==> src/mhed_pkg.sv <==
package mhed_pkg;
	// consecutive agreeing samples needed for a hookswitch decision
	localparam int unsigned HOOK_SAMPLES = 10;
	localparam logic [3:0] HOOK_CNT_MAX = 4'hA;
	// mic presence qualification: samples needed when debounce is on
	localparam logic [3:0] MIC_DB_CNT_MAX = 4'h4;
	// samples the hookswitch pre-filter needs when its debounce is on (one when off)
	localparam logic [3:0] HOOK_DB_CNT_MAX = 4'h4;
	localparam logic RST_FLAG = 1'b0;
	localparam logic [3:0] RST_CNT = 4'h0;
	// sample rate divider: one comparator sample every N clocks
	localparam int unsigned SAMPLE_PERIOD_NS = 1000;
	localparam int unsigned CLK_PERIOD_NS = 10;
	localparam int unsigned SAMPLE_DIV = SAMPLE_PERIOD_NS / CLK_PERIOD_NS;
	localparam logic [7:0] SAMPLE_DIV_MAX = 8'(SAMPLE_DIV - 1);

	typedef struct packed {
		logic mic_present_event_polarity;
		logic mic_present_debounce_enable;
		logic hookswitch_event_polarity;
		logic hookswitch_debounce_enable;
	} mhed_cfg_type;

	typedef struct packed {
		logic mic_present_flag_clear;
		logic hookswitch_flag_clear;
	} mhed_clr_type;
endpackage

==> src/mhed_qualifier.sv <==
`timescale 1ns/100ps
// a level is accepted only after max_in consecutive agreeing samples
module mhed_qualifier
	import mhed_pkg::*;
(
	// clock and reset
	input wire logic clk_in,
	input wire logic reset_in,
	// samples
	input wire logic sample_en_in,
	input wire logic level_in,
	input wire logic [3:0] max_in,
	// result
	output logic state_out
);
	logic [3:0] cnt_q, cnt_d;
	logic state_q, state_d;

	always_comb begin
		cnt_d = cnt_q;
		state_d = state_q;
		if (sample_en_in) begin
			if (level_in == state_q) begin
				cnt_d = RST_CNT;
			end else if (cnt_q + 4'h1 >= max_in) begin
				state_d = level_in;
				cnt_d = RST_CNT;
			end else begin
				cnt_d = cnt_q + 4'h1;
			end
		end
	end

	always_ff @(posedge clk_in) begin
		if (reset_in) begin
			cnt_q <= RST_CNT;
			state_q <= RST_FLAG;
		end else begin
			cnt_q <= cnt_d;
			state_q <= state_d;
		end
	end

	assign state_out = state_q;
endmodule

==> src/mhed_event_detect.sv <==
`timescale 1ns/100ps
// Function
// - press flags after ten samples above threshold
// - release flags after ten samples below threshold
// - mic polarity 0 insertion, 1 removal
// - hook polarity 0 press, 1 release
// - mic debounce active only when enabled
// - hook debounce active only when enabled
// - detection states shown on status pin
// - pin changes carry same detect delays
module mhed_event_detect
	import mhed_pkg::*;
(
	// clock and reset
	input wire logic clk_in,
	input wire logic reset_in,
	// comparator levels from the analogue front end (async)
	input wire logic mic_present_cmp_in,
	input wire logic hookswitch_cmp_in,
	// configuration and flag clears
	input wire mhed_cfg_type cfg_in,
	input wire mhed_clr_type clr_in,
	// flags and status pin
	output logic mic_present_event_flag_out,
	output logic hookswitch_event_flag_out,
	output logic mic_present_state_out,
	output logic hookswitch_state_out
);
	logic [2:0] mic_sync_q, mic_sync_d;
	logic [2:0] hook_sync_q, hook_sync_d;
	logic mic_lvl_q, mic_lvl_d;
	logic hook_lvl_q, hook_lvl_d;
	logic [7:0] div_q, div_d;
	logic sample_q, sample_d;
	logic mic_flag_q, mic_flag_d;
	logic hook_flag_q, hook_flag_d;
	logic mic_pin_q, mic_pin_d;
	logic hook_pin_q, hook_pin_d;
	logic mic_state, hook_raw, hook_state;
	logic [3:0] mic_max, hook_max;
	logic mic_hit, hook_hit;

	// input sync: accept a change once stages two and three agree
	always_comb begin
		mic_sync_d = {mic_sync_q[1:0], mic_present_cmp_in};
		hook_sync_d = {hook_sync_q[1:0], hookswitch_cmp_in};
		mic_lvl_d = mic_lvl_q;
		hook_lvl_d = hook_lvl_q;
		if (mic_sync_q[2] == mic_sync_q[1]) begin
			mic_lvl_d = mic_sync_q[2];
		end
		if (hook_sync_q[2] == hook_sync_q[1]) begin
			hook_lvl_d = hook_sync_q[2];
		end
		div_d = (div_q == SAMPLE_DIV_MAX) ? 8'h00 : div_q + 8'h01;
		sample_d = (div_q == SAMPLE_DIV_MAX);
	end

	always_ff @(posedge clk_in) begin
		if (reset_in) begin
			mic_sync_q <= 3'h0;
			hook_sync_q <= 3'h0;
			mic_lvl_q <= 1'b0;
			hook_lvl_q <= 1'b0;
			div_q <= 8'h00;
			sample_q <= 1'b0;
		end else begin
			mic_sync_q <= mic_sync_d;
			hook_sync_q <= hook_sync_d;
			mic_lvl_q <= mic_lvl_d;
			hook_lvl_q <= hook_lvl_d;
			div_q <= div_d;
			sample_q <= sample_d;
		end
	end

	// debounce off means one sample suffices for mic
	assign mic_max = cfg_in.mic_present_debounce_enable ?
		MIC_DB_CNT_MAX : 4'h1;
	mhed_qualifier u_mic_q (
		.clk_in(clk_in),
		.reset_in(reset_in),
		.sample_en_in(sample_q),
		.level_in(mic_lvl_q),
		.max_in(mic_max),
		.state_out(mic_state)
	);

	// ten agreeing samples always; debounce lengthens the pre-filter from one sample to four
	mhed_qualifier u_hook_db (
		.clk_in(clk_in),
		.reset_in(reset_in),
		.sample_en_in(sample_q),
		.level_in(hook_lvl_q),
		.max_in(hook_max),
		.state_out(hook_raw)
	);
	assign hook_max = cfg_in.hookswitch_debounce_enable ?
		HOOK_DB_CNT_MAX : 4'h1;
	mhed_qualifier u_hook_q (
		.clk_in(clk_in),
		.reset_in(reset_in),
		.sample_en_in(sample_q),
		.level_in(hook_raw),
		.max_in(HOOK_CNT_MAX),
		.state_out(hook_state)
	);

	// polarity 0 looks for presence/press, 1 for absence/release
	assign mic_hit = (mic_state != cfg_in.mic_present_event_polarity);
	assign hook_hit = (hook_state != cfg_in.hookswitch_event_polarity);

	// set wins over clear so a coincident event is kept
	always_comb begin
		mic_flag_d = mic_flag_q;
		hook_flag_d = hook_flag_q;
		if (clr_in.mic_present_flag_clear) begin
			mic_flag_d = 1'b0;
		end
		if (mic_hit) begin
			mic_flag_d = 1'b1;
		end
		if (clr_in.hookswitch_flag_clear) begin
			hook_flag_d = 1'b0;
		end
		if (hook_hit) begin
			hook_flag_d = 1'b1;
		end
		mic_pin_d = mic_state;
		hook_pin_d = hook_state;
	end

	always_ff @(posedge clk_in) begin
		if (reset_in) begin
			mic_flag_q <= RST_FLAG;
			hook_flag_q <= RST_FLAG;
			mic_pin_q <= 1'b0;
			hook_pin_q <= 1'b0;
		end else begin
			mic_flag_q <= mic_flag_d;
			hook_flag_q <= hook_flag_d;
			mic_pin_q <= mic_pin_d;
			hook_pin_q <= hook_pin_d;
		end
	end

	assign mic_present_event_flag_out = mic_flag_q;
	assign hookswitch_event_flag_out = hook_flag_q;
	assign mic_present_state_out = mic_pin_q;
	assign hookswitch_state_out = hook_pin_q;

	// checker-only run of disagreeing samples seen by the hook decision,
	// kept apart from the qualifier so a miscount there is caught
	logic [3:0] hook_run_q, hook_run_d;

	always_comb begin
		hook_run_d = hook_run_q;
		if (sample_q) begin
			hook_run_d = (hook_raw != hook_state) ?
				hook_run_q + 4'h1 : RST_CNT;
		end
	end

	always_ff @(posedge clk_in) begin
		if (reset_in) begin
			hook_run_q <= RST_CNT;
		end else begin
			hook_run_q <= hook_run_d;
		end
	end

	a_mic_flag_set: assert property (
		@(posedge clk_in) disable iff (reset_in)
		mic_hit |=> mic_flag_q)
		else $error("mic flag not raised on match");
	a_hook_flag_set: assert property (
		@(posedge clk_in) disable iff (reset_in)
		hook_hit |=> hook_flag_q)
		else $error("hook flag not raised on match");
	a_mic_sticky: assert property (
		@(posedge clk_in) disable iff (reset_in)
		mic_flag_q && !clr_in.mic_present_flag_clear |=> mic_flag_q)
		else $error("mic flag dropped without clear");
	a_hook_sticky: assert property (
		@(posedge clk_in) disable iff (reset_in)
		hook_flag_q && !clr_in.hookswitch_flag_clear |=> hook_flag_q)
		else $error("hook flag dropped without clear");
	a_mic_clear: assert property (
		@(posedge clk_in) disable iff (reset_in)
		clr_in.mic_present_flag_clear && !mic_hit |=> !mic_flag_q)
		else $error("mic flag kept after clear");
	a_hook_clear: assert property (
		@(posedge clk_in) disable iff (reset_in)
		clr_in.hookswitch_flag_clear && !hook_hit |=> !hook_flag_q)
		else $error("hook flag kept after clear");
	a_mic_no_false: assert property (
		@(posedge clk_in) disable iff (reset_in)
		!mic_flag_q ##1 mic_flag_q |-> $past(mic_hit))
		else $error("mic flag raised without match");
	a_hook_no_false: assert property (
		@(posedge clk_in) disable iff (reset_in)
		!hook_flag_q ##1 hook_flag_q |-> $past(hook_hit))
		else $error("hook flag raised without match");
	a_hook_state_hold: assert property (
		@(posedge clk_in) disable iff (reset_in)
		$changed(hook_state) |-> $past(sample_q))
		else $error("hook state moved off a sample");
	a_hook_ten: assert property (
		@(posedge clk_in) disable iff (reset_in)
		$changed(hook_state) |-> hook_run_q == HOOK_CNT_MAX)
		else $error("hook state moved without ten samples");
	a_pin_tracks: assert property (
		@(posedge clk_in) disable iff (reset_in)
		hook_pin_q == $past(hook_state) && mic_pin_q == $past(mic_state))
		else $error("status pin not following qualified state");
	a_mic_nodb: assert property (
		@(posedge clk_in) disable iff (reset_in)
		sample_q && !cfg_in.mic_present_debounce_enable
		&& mic_lvl_q != mic_state |=> mic_state == $past(mic_lvl_q))
		else $error("mic state lagged with debounce off");
	a_hook_nodb: assert property (
		@(posedge clk_in) disable iff (reset_in)
		sample_q && !cfg_in.hookswitch_debounce_enable
		&& hook_lvl_q != hook_raw |=> hook_raw == $past(hook_lvl_q))
		else $error("hook pre-filter lagged with debounce off");
	c_mic_flag: cover property (@(posedge clk_in) !mic_flag_q ##1 mic_flag_q);
	c_hook_flag: cover property (@(posedge clk_in) !hook_flag_q ##1 hook_flag_q);
	c_hook_rel: cover property (@(posedge clk_in)
		cfg_in.hookswitch_event_polarity && hook_hit);
	c_clear: cover property (@(posedge clk_in)
		hook_flag_q ##1 !hook_flag_q);
	c_mic_rel: cover property (@(posedge clk_in)
		cfg_in.mic_present_event_polarity && mic_hit);
endmodule

==> config.mk <==
export PLATFORM = sky130hd
export DESIGN_NAME = mhed_event_detect
export DESIGN_NICKNAME = d
export VERILOG_FILES = /design/src/mhed_pkg.sv /design/src/mhed_qualifier.sv /design/src/mhed_event_detect.sv
export SDC_FILE = /design/constraint.sdc
export NUM_CORES = 1
export LEC_CHECK = 0
export BUFFER_PORTS_ARGS = -buffer_cell sky130_fd_sc_hd__buf_4
export CORE_MARGIN = 5
export CORE_UTILIZATION = 53
export DETAILED_ROUTE_END_ITERATION = 8
export PLACE_DENSITY_LB_ADDON = 0.08
export SYNTH_ARGS = -nofsm -noshare
export SYNTH_HDL_FRONTEND = slang
export SYNTH_HIERARCHICAL = 1
export SYNTH_SLANG_ARGS = --single-unit
==> constraint.sdc <==
create_clock -name clk_in -period 1.6 [get_ports clk_in]
set_input_delay 0.08 -clock clk_in [delete_from_list [all_inputs] [get_ports clk_in]]
set_output_delay 0.08 -clock clk_in [all_outputs]
set_load 0.01 [all_outputs]
==> qor.csv, run 1 <==
stage,metric,value,unit
logic_synthesis,number of synthesized register bits,36,
floorplan,die area,0.00458,sq mm
sta,RSZ-0062 raised after global routing,yes,
finish,Antenna Cells,0,
clock_network,Clock Sinks,36,
logic_synthesis,synth top area cells,"dfxtp_1, ha_1, a21oi_1",
global_routing,number of global-route vias before repair,1396,
sta,Final Hold Vio Count,0,
sta,Final min period,1.64,ns
sta,Final WS setup,-0.0432,ns
pwr,Worst VDD drop,0.000586,V
logic_synthesis,post-synthesis adder-cell area fraction,0.113,
detailed_routing,post-route ant nets,0,
setup_path,Worst path top cell family by delay,simple AND/OR/NAND/NOR gates,
logic_synthesis,Compound-Gate Fraction of Synth Area,0.132,
pwr,leakage,0.976,nW
setup_path,crit path kind,flip-flop to flip-flop,
sta,setup skew after layout,0.0177,ns
clock_network,CTS tree,done,
finish,Final Non-Filler Cells,279,
sta,Fin Setup TNS,-0.256,ns
logic_synthesis,cell taking the most area after synthesis,dfxtp_1,
clock_network,Root Buffer,clkbuf_4,
sta,Final Cycle Share,1.03,
setup_path,CP Launch Type,flip-flop,
run_status,status,"complete, but fails checks",
logic_synthesis,number of synthesized flops with an enable pin,0,
global_routing,global-route wire length before repair,5.64,mm
setup_path,CP Buf/Inv Count,0,
logic_synthesis,"Async S/R FF share, synth",0,
global_routing,GRT overflow,0,
logic_synthesis,"count leader, synth",dfxtp_1,
finish,final instance area,0.00235,sq mm
detailed_routing,drt pass-1 iters,4,
setup_path,"Top cell by count, worst path",a21oi_2,
setup_path,CP Capture Type,flip-flop,
worst_hold_path,Hold WC Path Type,primary input to flip-flop,
floorplan,row count,21,
logic_synthesis,Yosys warnings,6,
clock_network,Bufs on Longest Clock Path,2,
logic_synthesis,area share of the largest cell type after synthesis,0.409,
sta,max-slew violation count,0,
global_routing,Total GRT Usage,0.163,
logic_synthesis,sequential area share after synthesis,0.409,
placed_design,Routability Congestion,0.781,
sta,hold_ws,0.0214,ns
clock_network,CTS clock-pin slew for the worst setup and hold paths,0.12,ns
detailed_routing,DR WL/cell,12.4,um
detailed_routing,via count,1437,
global_routing,most crowded layer after global routing,met2,
run_status,failing checks,setup timing,
logic_synthesis,multiplexer share of the synthesized area,0,
logic_synthesis,synth cell count leaders,"dfxtp_1, a21oi_1, nand2_1",
global_routing,largest net degree at the start of global routing,34,
finish,share of cells above drive strength 1,0.361,
setup_path,Critical-path top delay cell,dfxtp_4,
detailed_routing,Total Wirelength,3.47,mm
logic_synthesis,synth unique cells,31,
setup_path,worst-path maximum fanout,4,
clock_network,htree depth,2,
floorplan,die height,67.7,um
sta,Fmax,609,MHz
placed_design,Placed Area,0.00200,sq mm
global_routing,initial antenna violation count,0,
global_routing,met2 GRT Util,0.298,
detailed_routing,Detailed Route Iter0 Violations,56,
global_routing,met3 Use GR,0.0449,
sta,Setup Viol. Count Final,10,
detailed_routing,vias per inst,5.15,
logic_synthesis,syn_area_per_cell,9.14,sq um
clock_network,worst-skew pair later-pin latency,0.34,ns
logic_synthesis,Simple-Gate Fraction of Synth Area,0.226,
pwr,Pwr per Cell Area,652,mW/mm^2
placed_design,DP HPWL,2.28,mm
placed_design,I/O Buffers,13,
logic_synthesis,Mapped Area,0.00176,sq mm
setup_path,WP data required,1.86,ns
floorplan,Initial Util,0.537,
setup_path,critical path arrival,1.90,ns
logic_synthesis,largest family of logic cells by synthesized area,simple AND/OR/NAND/NOR gates,
clock_network,Num CTS Buffers,5,
setup_path,CP Cell Sequence,nand3_4 -> xnor2_2 -> ha_1 -> a21oi_2 -> and3_4 -> nand3b_1 -> a21oi_2,
finish,area growth from synthesis to layout,33.1,%
floorplan,Die W,67.7,um
global_routing,M1 GR Usage,0.174,
logic_synthesis,Gate Count Post-Synth,193,
finish,Total Nets Final,258,
logic_synthesis,Synth Flop Type,dfxtp_1,
pwr,"Power, Total",1.53,mW
placed_design,placed cell count,265,
setup_path,CP peak stage delay,0.39,ns
detailed_routing,Post-route DRC,0,
job,MaxCap Viol Count,0,
floorplan,Ports,14,
logic_synthesis,Synth Area in XOR/XNOR,0.0823,
floorplan,Core ar.,0.00328,sq mm
## flip-flops by register name, summed over array words and instances (netlist names), 3 cells and up
register,cells
div_q,8
u_hook_db/cnt_q,4
u_hook_q/cnt_q,4
u_mic_q/cnt_q,4
hook_sync_q,3
mic_sync_q,3
## placed cells by master, fill, tap and decap left out, drive strengths merged, types with 3 or more instances in the layout
master       count
a21oi           21
nand3b           4
clkbuf           8
ha              16
dlygate4sd3      4
buf             23
nand2           17
or2              3
o21ba            3
or3              3
conb             8
nand3           15
o21ai            7
a21boi           3
inv             15
dfxtp           36
nor2             6
nor2b            8
and3             6
xnor2            6
xor2             8
o211ai           3
nor3b            3
## final cells by class
type | count | area [sq um]
Multi-Input combinational cell | 147 | 1220
Timing Repair Buffer | 27 | 213
Sequential cell | 36 | 747
Tap cell | 46 | 57.6
Inverter | 15 | 56.3
Clock buffer | 8 | 58.8
Fill cell | 242 | 936
## logic make-up (layout without fill, tap and decap cells)
kind of cell,count (synthesis),after routing
buffers and inverters,16,50
AOI/OAI and AO/OA,39,39
DFF,36,36
other,2,8
xor gates and xnor gates,14,14
and+or+nand+nor,70,70
adders and majority gates,16,16
## metrics by stage
stage / util / setup WS, ns
after floorplan: - / 0.00403
after global placement: 0.608 / -0.0817
after detailed placement: 0.608 / -0.125
after CTS: 0.675 / -0.0678
after global routing: 0.715 / -0.143
final: 0.715 / -0.0432
## report_power, final
group          switching (mW)  internal, mW  leakage, nW
Sequential             0.0119         0.902        0.299
Clock                   0.288         0.217       0.0326
Combinational          0.0566        0.0561        0.645
## per-layer routing
| metal | vias up | routed length [um] |
|---|---|---|
| li1 | 731 | - |
| met5 | - | 0 |
| met1 | 683 | 1550 |
| met4 | 0 | 38 |
| met2 | 19 | 1780 |
| met3 | 4 | 100 |
## worst reg2reg max path, stage by stage, from the launching register on
cell	delay, ns
dfxtp_4	0.39
nand3_4	0.08
xnor2_2	0.18
ha_1	0.28
a21oi_2	0.19
and3_4	0.24
nand3b_1	0.10
a21oi_2	0.12
## path summary, 6_finish.rpt
kind                                    startpoint                         to  slack [ns]  cells past startpoint
worst max-delay path            u_hook_db/cnt_q[0]         u_hook_db/cnt_q[0]       -0.04                      7
worst min-delay path                     cfg_in[1]  hookswitch_event_flag_out        0.02                      3
worst max register to register  u_hook_db/cnt_q[0]         u_hook_db/cnt_q[0]       -0.04                      7
worst min register to register      hook_sync_q[0]             hook_sync_q[1]        0.44                      1
## timing repair
item	CTS	global route
pin swaps	14	38
setup buffers	1	1
hold endpoints to repair	4	0
hold buffers	4	0
gates resized for setup	24	32
setup endpoints to repair	15	15
No activity file was read; power rests on OpenSTA's default activity.
==> run 2, diff against run 1 <==
Settings changed: CORE_UTILIZATION 53 to 50, CTS_CLUSTER_DIAMETER from default to 30, SYNTH_HIERARCHICAL 1 to default.
==> qor.csv, run 2 <==
stage,metric,value,unit,change
sta,Final min period,1.66,ns,+0.0162 ns
sta,worst slew pin tran,0.396,ns,
detailed_routing,Detailed Route Iter0 Violations,60,,+7.1%
setup_path,CP Launch Type,flip-flop,,
setup_path,CP Capture Type,flip-flop,,
sta,Final Cycle Share,1.04,,+0.0101
setup_path,WP data required,1.86,ns,about the same
sta,Max-slew headroom,0.735,,
sta,Fmax,603,MHz,-0.98%
clock_network,Root Buffer,clkbuf_4,,
logic_synthesis,Gate Count Post-Synth,170,,-12%
logic_synthesis,post-synth net total,189,,
finish,final instance area,0.00201,sq mm,-15%
clock_network,Num CTS Buffers,5,,unchanged
detailed_routing,DR WL/cell,11.6,um,-6.6%
finish,share of cells above drive strength 1,0.238,,-0.123
finish,Layout fillers,262,,+8.3%
pwr,leakage,0.780,nW,-20%
pwr,Pwr per Cell Area,853,mW/mm^2,+31%
placed_design,Routability Congestion,0.810,,+3.7%
detailed_routing,via count,1222,,-15%
floorplan,Core ar.,0.00308,sq mm,-6.3%
worst_hold_path,Hold WC Path Type,primary input to flip-flop,,
floorplan,Die W,66.7,um,-1.5%
floorplan,die height,66.7,um,-1.5%
logic_synthesis,cell taking the most area after synthesis,dfxtp_1,,
sta,Final Hold Vio Count,0,,unchanged
finish,area growth from synthesis to layout,24.9,%,
sta,Final WS setup,-0.0594,ns,-0.0162 ns
clock_network,CTS clock-pin slew for the worst setup and hold paths,0.10,ns,-0.02 ns
detailed_routing,Total Wirelength,2.86,mm,-18%
sta,Setup Viol. Count Final,4,,-6
pwr,Worst VDD drop,0.000756,V,+29%
logic_synthesis,Yosys warnings,0,,-6
detailed_routing,drt pass-1 iters,4,,unchanged
clock_network,worst-skew pair later-pin latency,0.34,ns,about the same
clock_network,CTS tree,done,,
global_routing,global-route wire length before repair,5.27,mm,-6.6%
placed_design,Placed Area,0.00184,sq mm,-7.8%
logic_synthesis,number of synthesized flops with an enable pin,0,,unchanged
floorplan,die area,0.00444,sq mm,-3.0%
logic_synthesis,"count leader, synth",dfxtp_1,,
finish,Antenna Cells,0,,unchanged
finish,Total Nets Final,220,,-15%
finish,"Most flops, register",div_q,,
finish,most frequent cells in the layout,"dfxtp_1, buf_4, nand2_1, nor2_1, inv_1",,
finish,"commonest non-fill, non-tap cell in the layout",dfxtp_1,,
logic_synthesis,Mapped Area,0.00161,sq mm,-9.0%
clock_network,htree depth,2,,unchanged
sta,RSZ-0062 raised after global routing,yes,,
placed_design,I/O Buffers,13,,unchanged
job,MaxCap Viol Count,0,,unchanged
sta,Fin Setup TNS,-0.128,ns,+0.128 ns
clock_network,Bufs on Longest Clock Path,2,,unchanged
logic_synthesis,number of synthesized register bits,36,,unchanged
clock_network,Clock Sinks,36,,unchanged
finish,max reg flops,8,,unchanged
setup_path,crit path kind,flip-flop to flip-flop,,
detailed_routing,post-route ant nets,0,,unchanged
logic_synthesis,Synth Flop Type,dfxtp_1,,
sta,setup skew after layout,0.0161,ns,-0.00156 ns
floorplan,Ports,14,,unchanged
global_routing,GRT overflow,0,,unchanged
setup_path,worst-path maximum fanout,3,,-1
floorplan,Initial Util,0.522,,-0.0156
setup_path,critical path arrival,1.92,ns,+0.02 ns
finish,multi-input logic area,887,sq um,-27%
finish,Seq. cell area,724,sq um,-3.0%
logic_synthesis,synth top area cells,"dfxtp_1, ha_1, xnor2_1",,
pwr,"Power, Total",1.71,mW,+12%
global_routing,largest net degree at the start of global routing,26,,-24%
detailed_routing,vias per inst,4.97,,-3.6%
detailed_routing,Post-route DRC,0,,unchanged
logic_synthesis,area share of the largest cell type after synthesis,0.449,,+0.0404
global_routing,initial antenna violation count,0,,unchanged
placed_design,DP HPWL,2.07,mm,-9.0%
logic_synthesis,syn_area_per_cell,9.44,sq um,+3.3%
floorplan,row count,20,,-4.8%
logic_synthesis,synth unique cells,38,,+23%
logic_synthesis,synth cell count leaders,"dfxtp_1, nand2_1, nor2_1",,
run_status,status,"complete, but fails checks",,
logic_synthesis,sequential area share after synthesis,0.449,,+0.0404
global_routing,Total GRT Usage,0.154,,-0.00936
global_routing,number of global-route vias before repair,1282,,-8.2%
run_status,failing checks,setup timing,,
logic_synthesis,"Async S/R FF share, synth",0,,unchanged
sta,max-slew violation count,0,,unchanged
## run 2: cell types whose count changed after synthesis, sizes merged, moves of 6 or more
cell,before,now
a21oi,21,10
nor2,6,15
and3,6,0
nand3,15,8
ha,16,9
## run 2: path summary, 6_finish.rpt
path / start / to / slack (ns) / cells after the start
max: u_hook_db.cnt_q[0] / u_hook_db.cnt_q[0] / -0.06 / 7
min: clr_in[0] / hookswitch_event_flag_out / 0.02 / 3
max reg2reg: u_hook_db.cnt_q[0] / u_hook_db.cnt_q[0] / -0.06 / 7
min reg2reg: mic_sync_q[0] / mic_sync_q[1] / 0.44 / 1
## run 2: repair_timing
item	4_1_cts	5_1_grt
endpoints found under the hold margin	3	0
endpoints found under the setup margin	5	8
gates resized for setup	1	4
hold buffers	3	0
buffers inserted	1	0
pin swaps	5	2
## run 2: power by group
part           switching (mW)  leakage, nW  internal (mW)
clock network           0.288       0.0515          0.415
logic                  0.0390        0.435         0.0468
registers              0.0104        0.294          0.912
total                   0.337        0.780           1.37
## run 2: cells by family after synthesis
group	Yosys count	synth area share
fa+ha+maj	9	0.0701
simple gates	69	0.235
flops	36	0.449
buf+inv	13	0.0312
mux	2	0.0132
xor+xnor	16	0.0920
compound gates	25	0.109
## run 2: worst max-delay path, stage by stage, from the launching register on
cell,delay (ns)
dfxtp_2,0.36
ha_4,0.16
nor2b_4,0.12
or2_1,0.24
ha_4,0.23
a211oi_4,0.27
nand3_2,0.12
a21oi_2,0.12
## run 2: routing by layer
layer / wire [um] / share of wire / GRT usage / vias to the layer above
met2: 1410 / 0.49 / 0.282 / 9
met5: 0 / 0 / 0 / -
met3: 85 / 0.030 / 0.0506 / 4
li1: - / - / - / 635
met4: 28 / 0.0098 / 0.0457 / 0
met1: 1330 / 0.47 / 0.166 / 574
## run 2: per-stage QoR
stage	std cells	util	setup WS, ns	hold slack (ns)
2_1_floorplan	170	-	-0.0125	0.159
3_3_place_gp	234	0.599	-0.0153	0.292
3_5_place_dp	234	0.599	-0.100	0.298
4_1_cts	246	0.645	-0.0584	0.00402
5_1_grt	246	0.652	-0.138	0.0212
6_report	246	0.652	-0.0594	0.0163
## run 2: final cells by class
cell class                      instances  share of cell area
Tap cell                               44              0.0274
Sequential cell                        36               0.361
Clock buffer                            7              0.0324
Clock inverter                          1              0.0150
Timing Repair Buffer                   26               0.101
Multi-Input combinational cell        121               0.442
Inverter                               11              0.0206
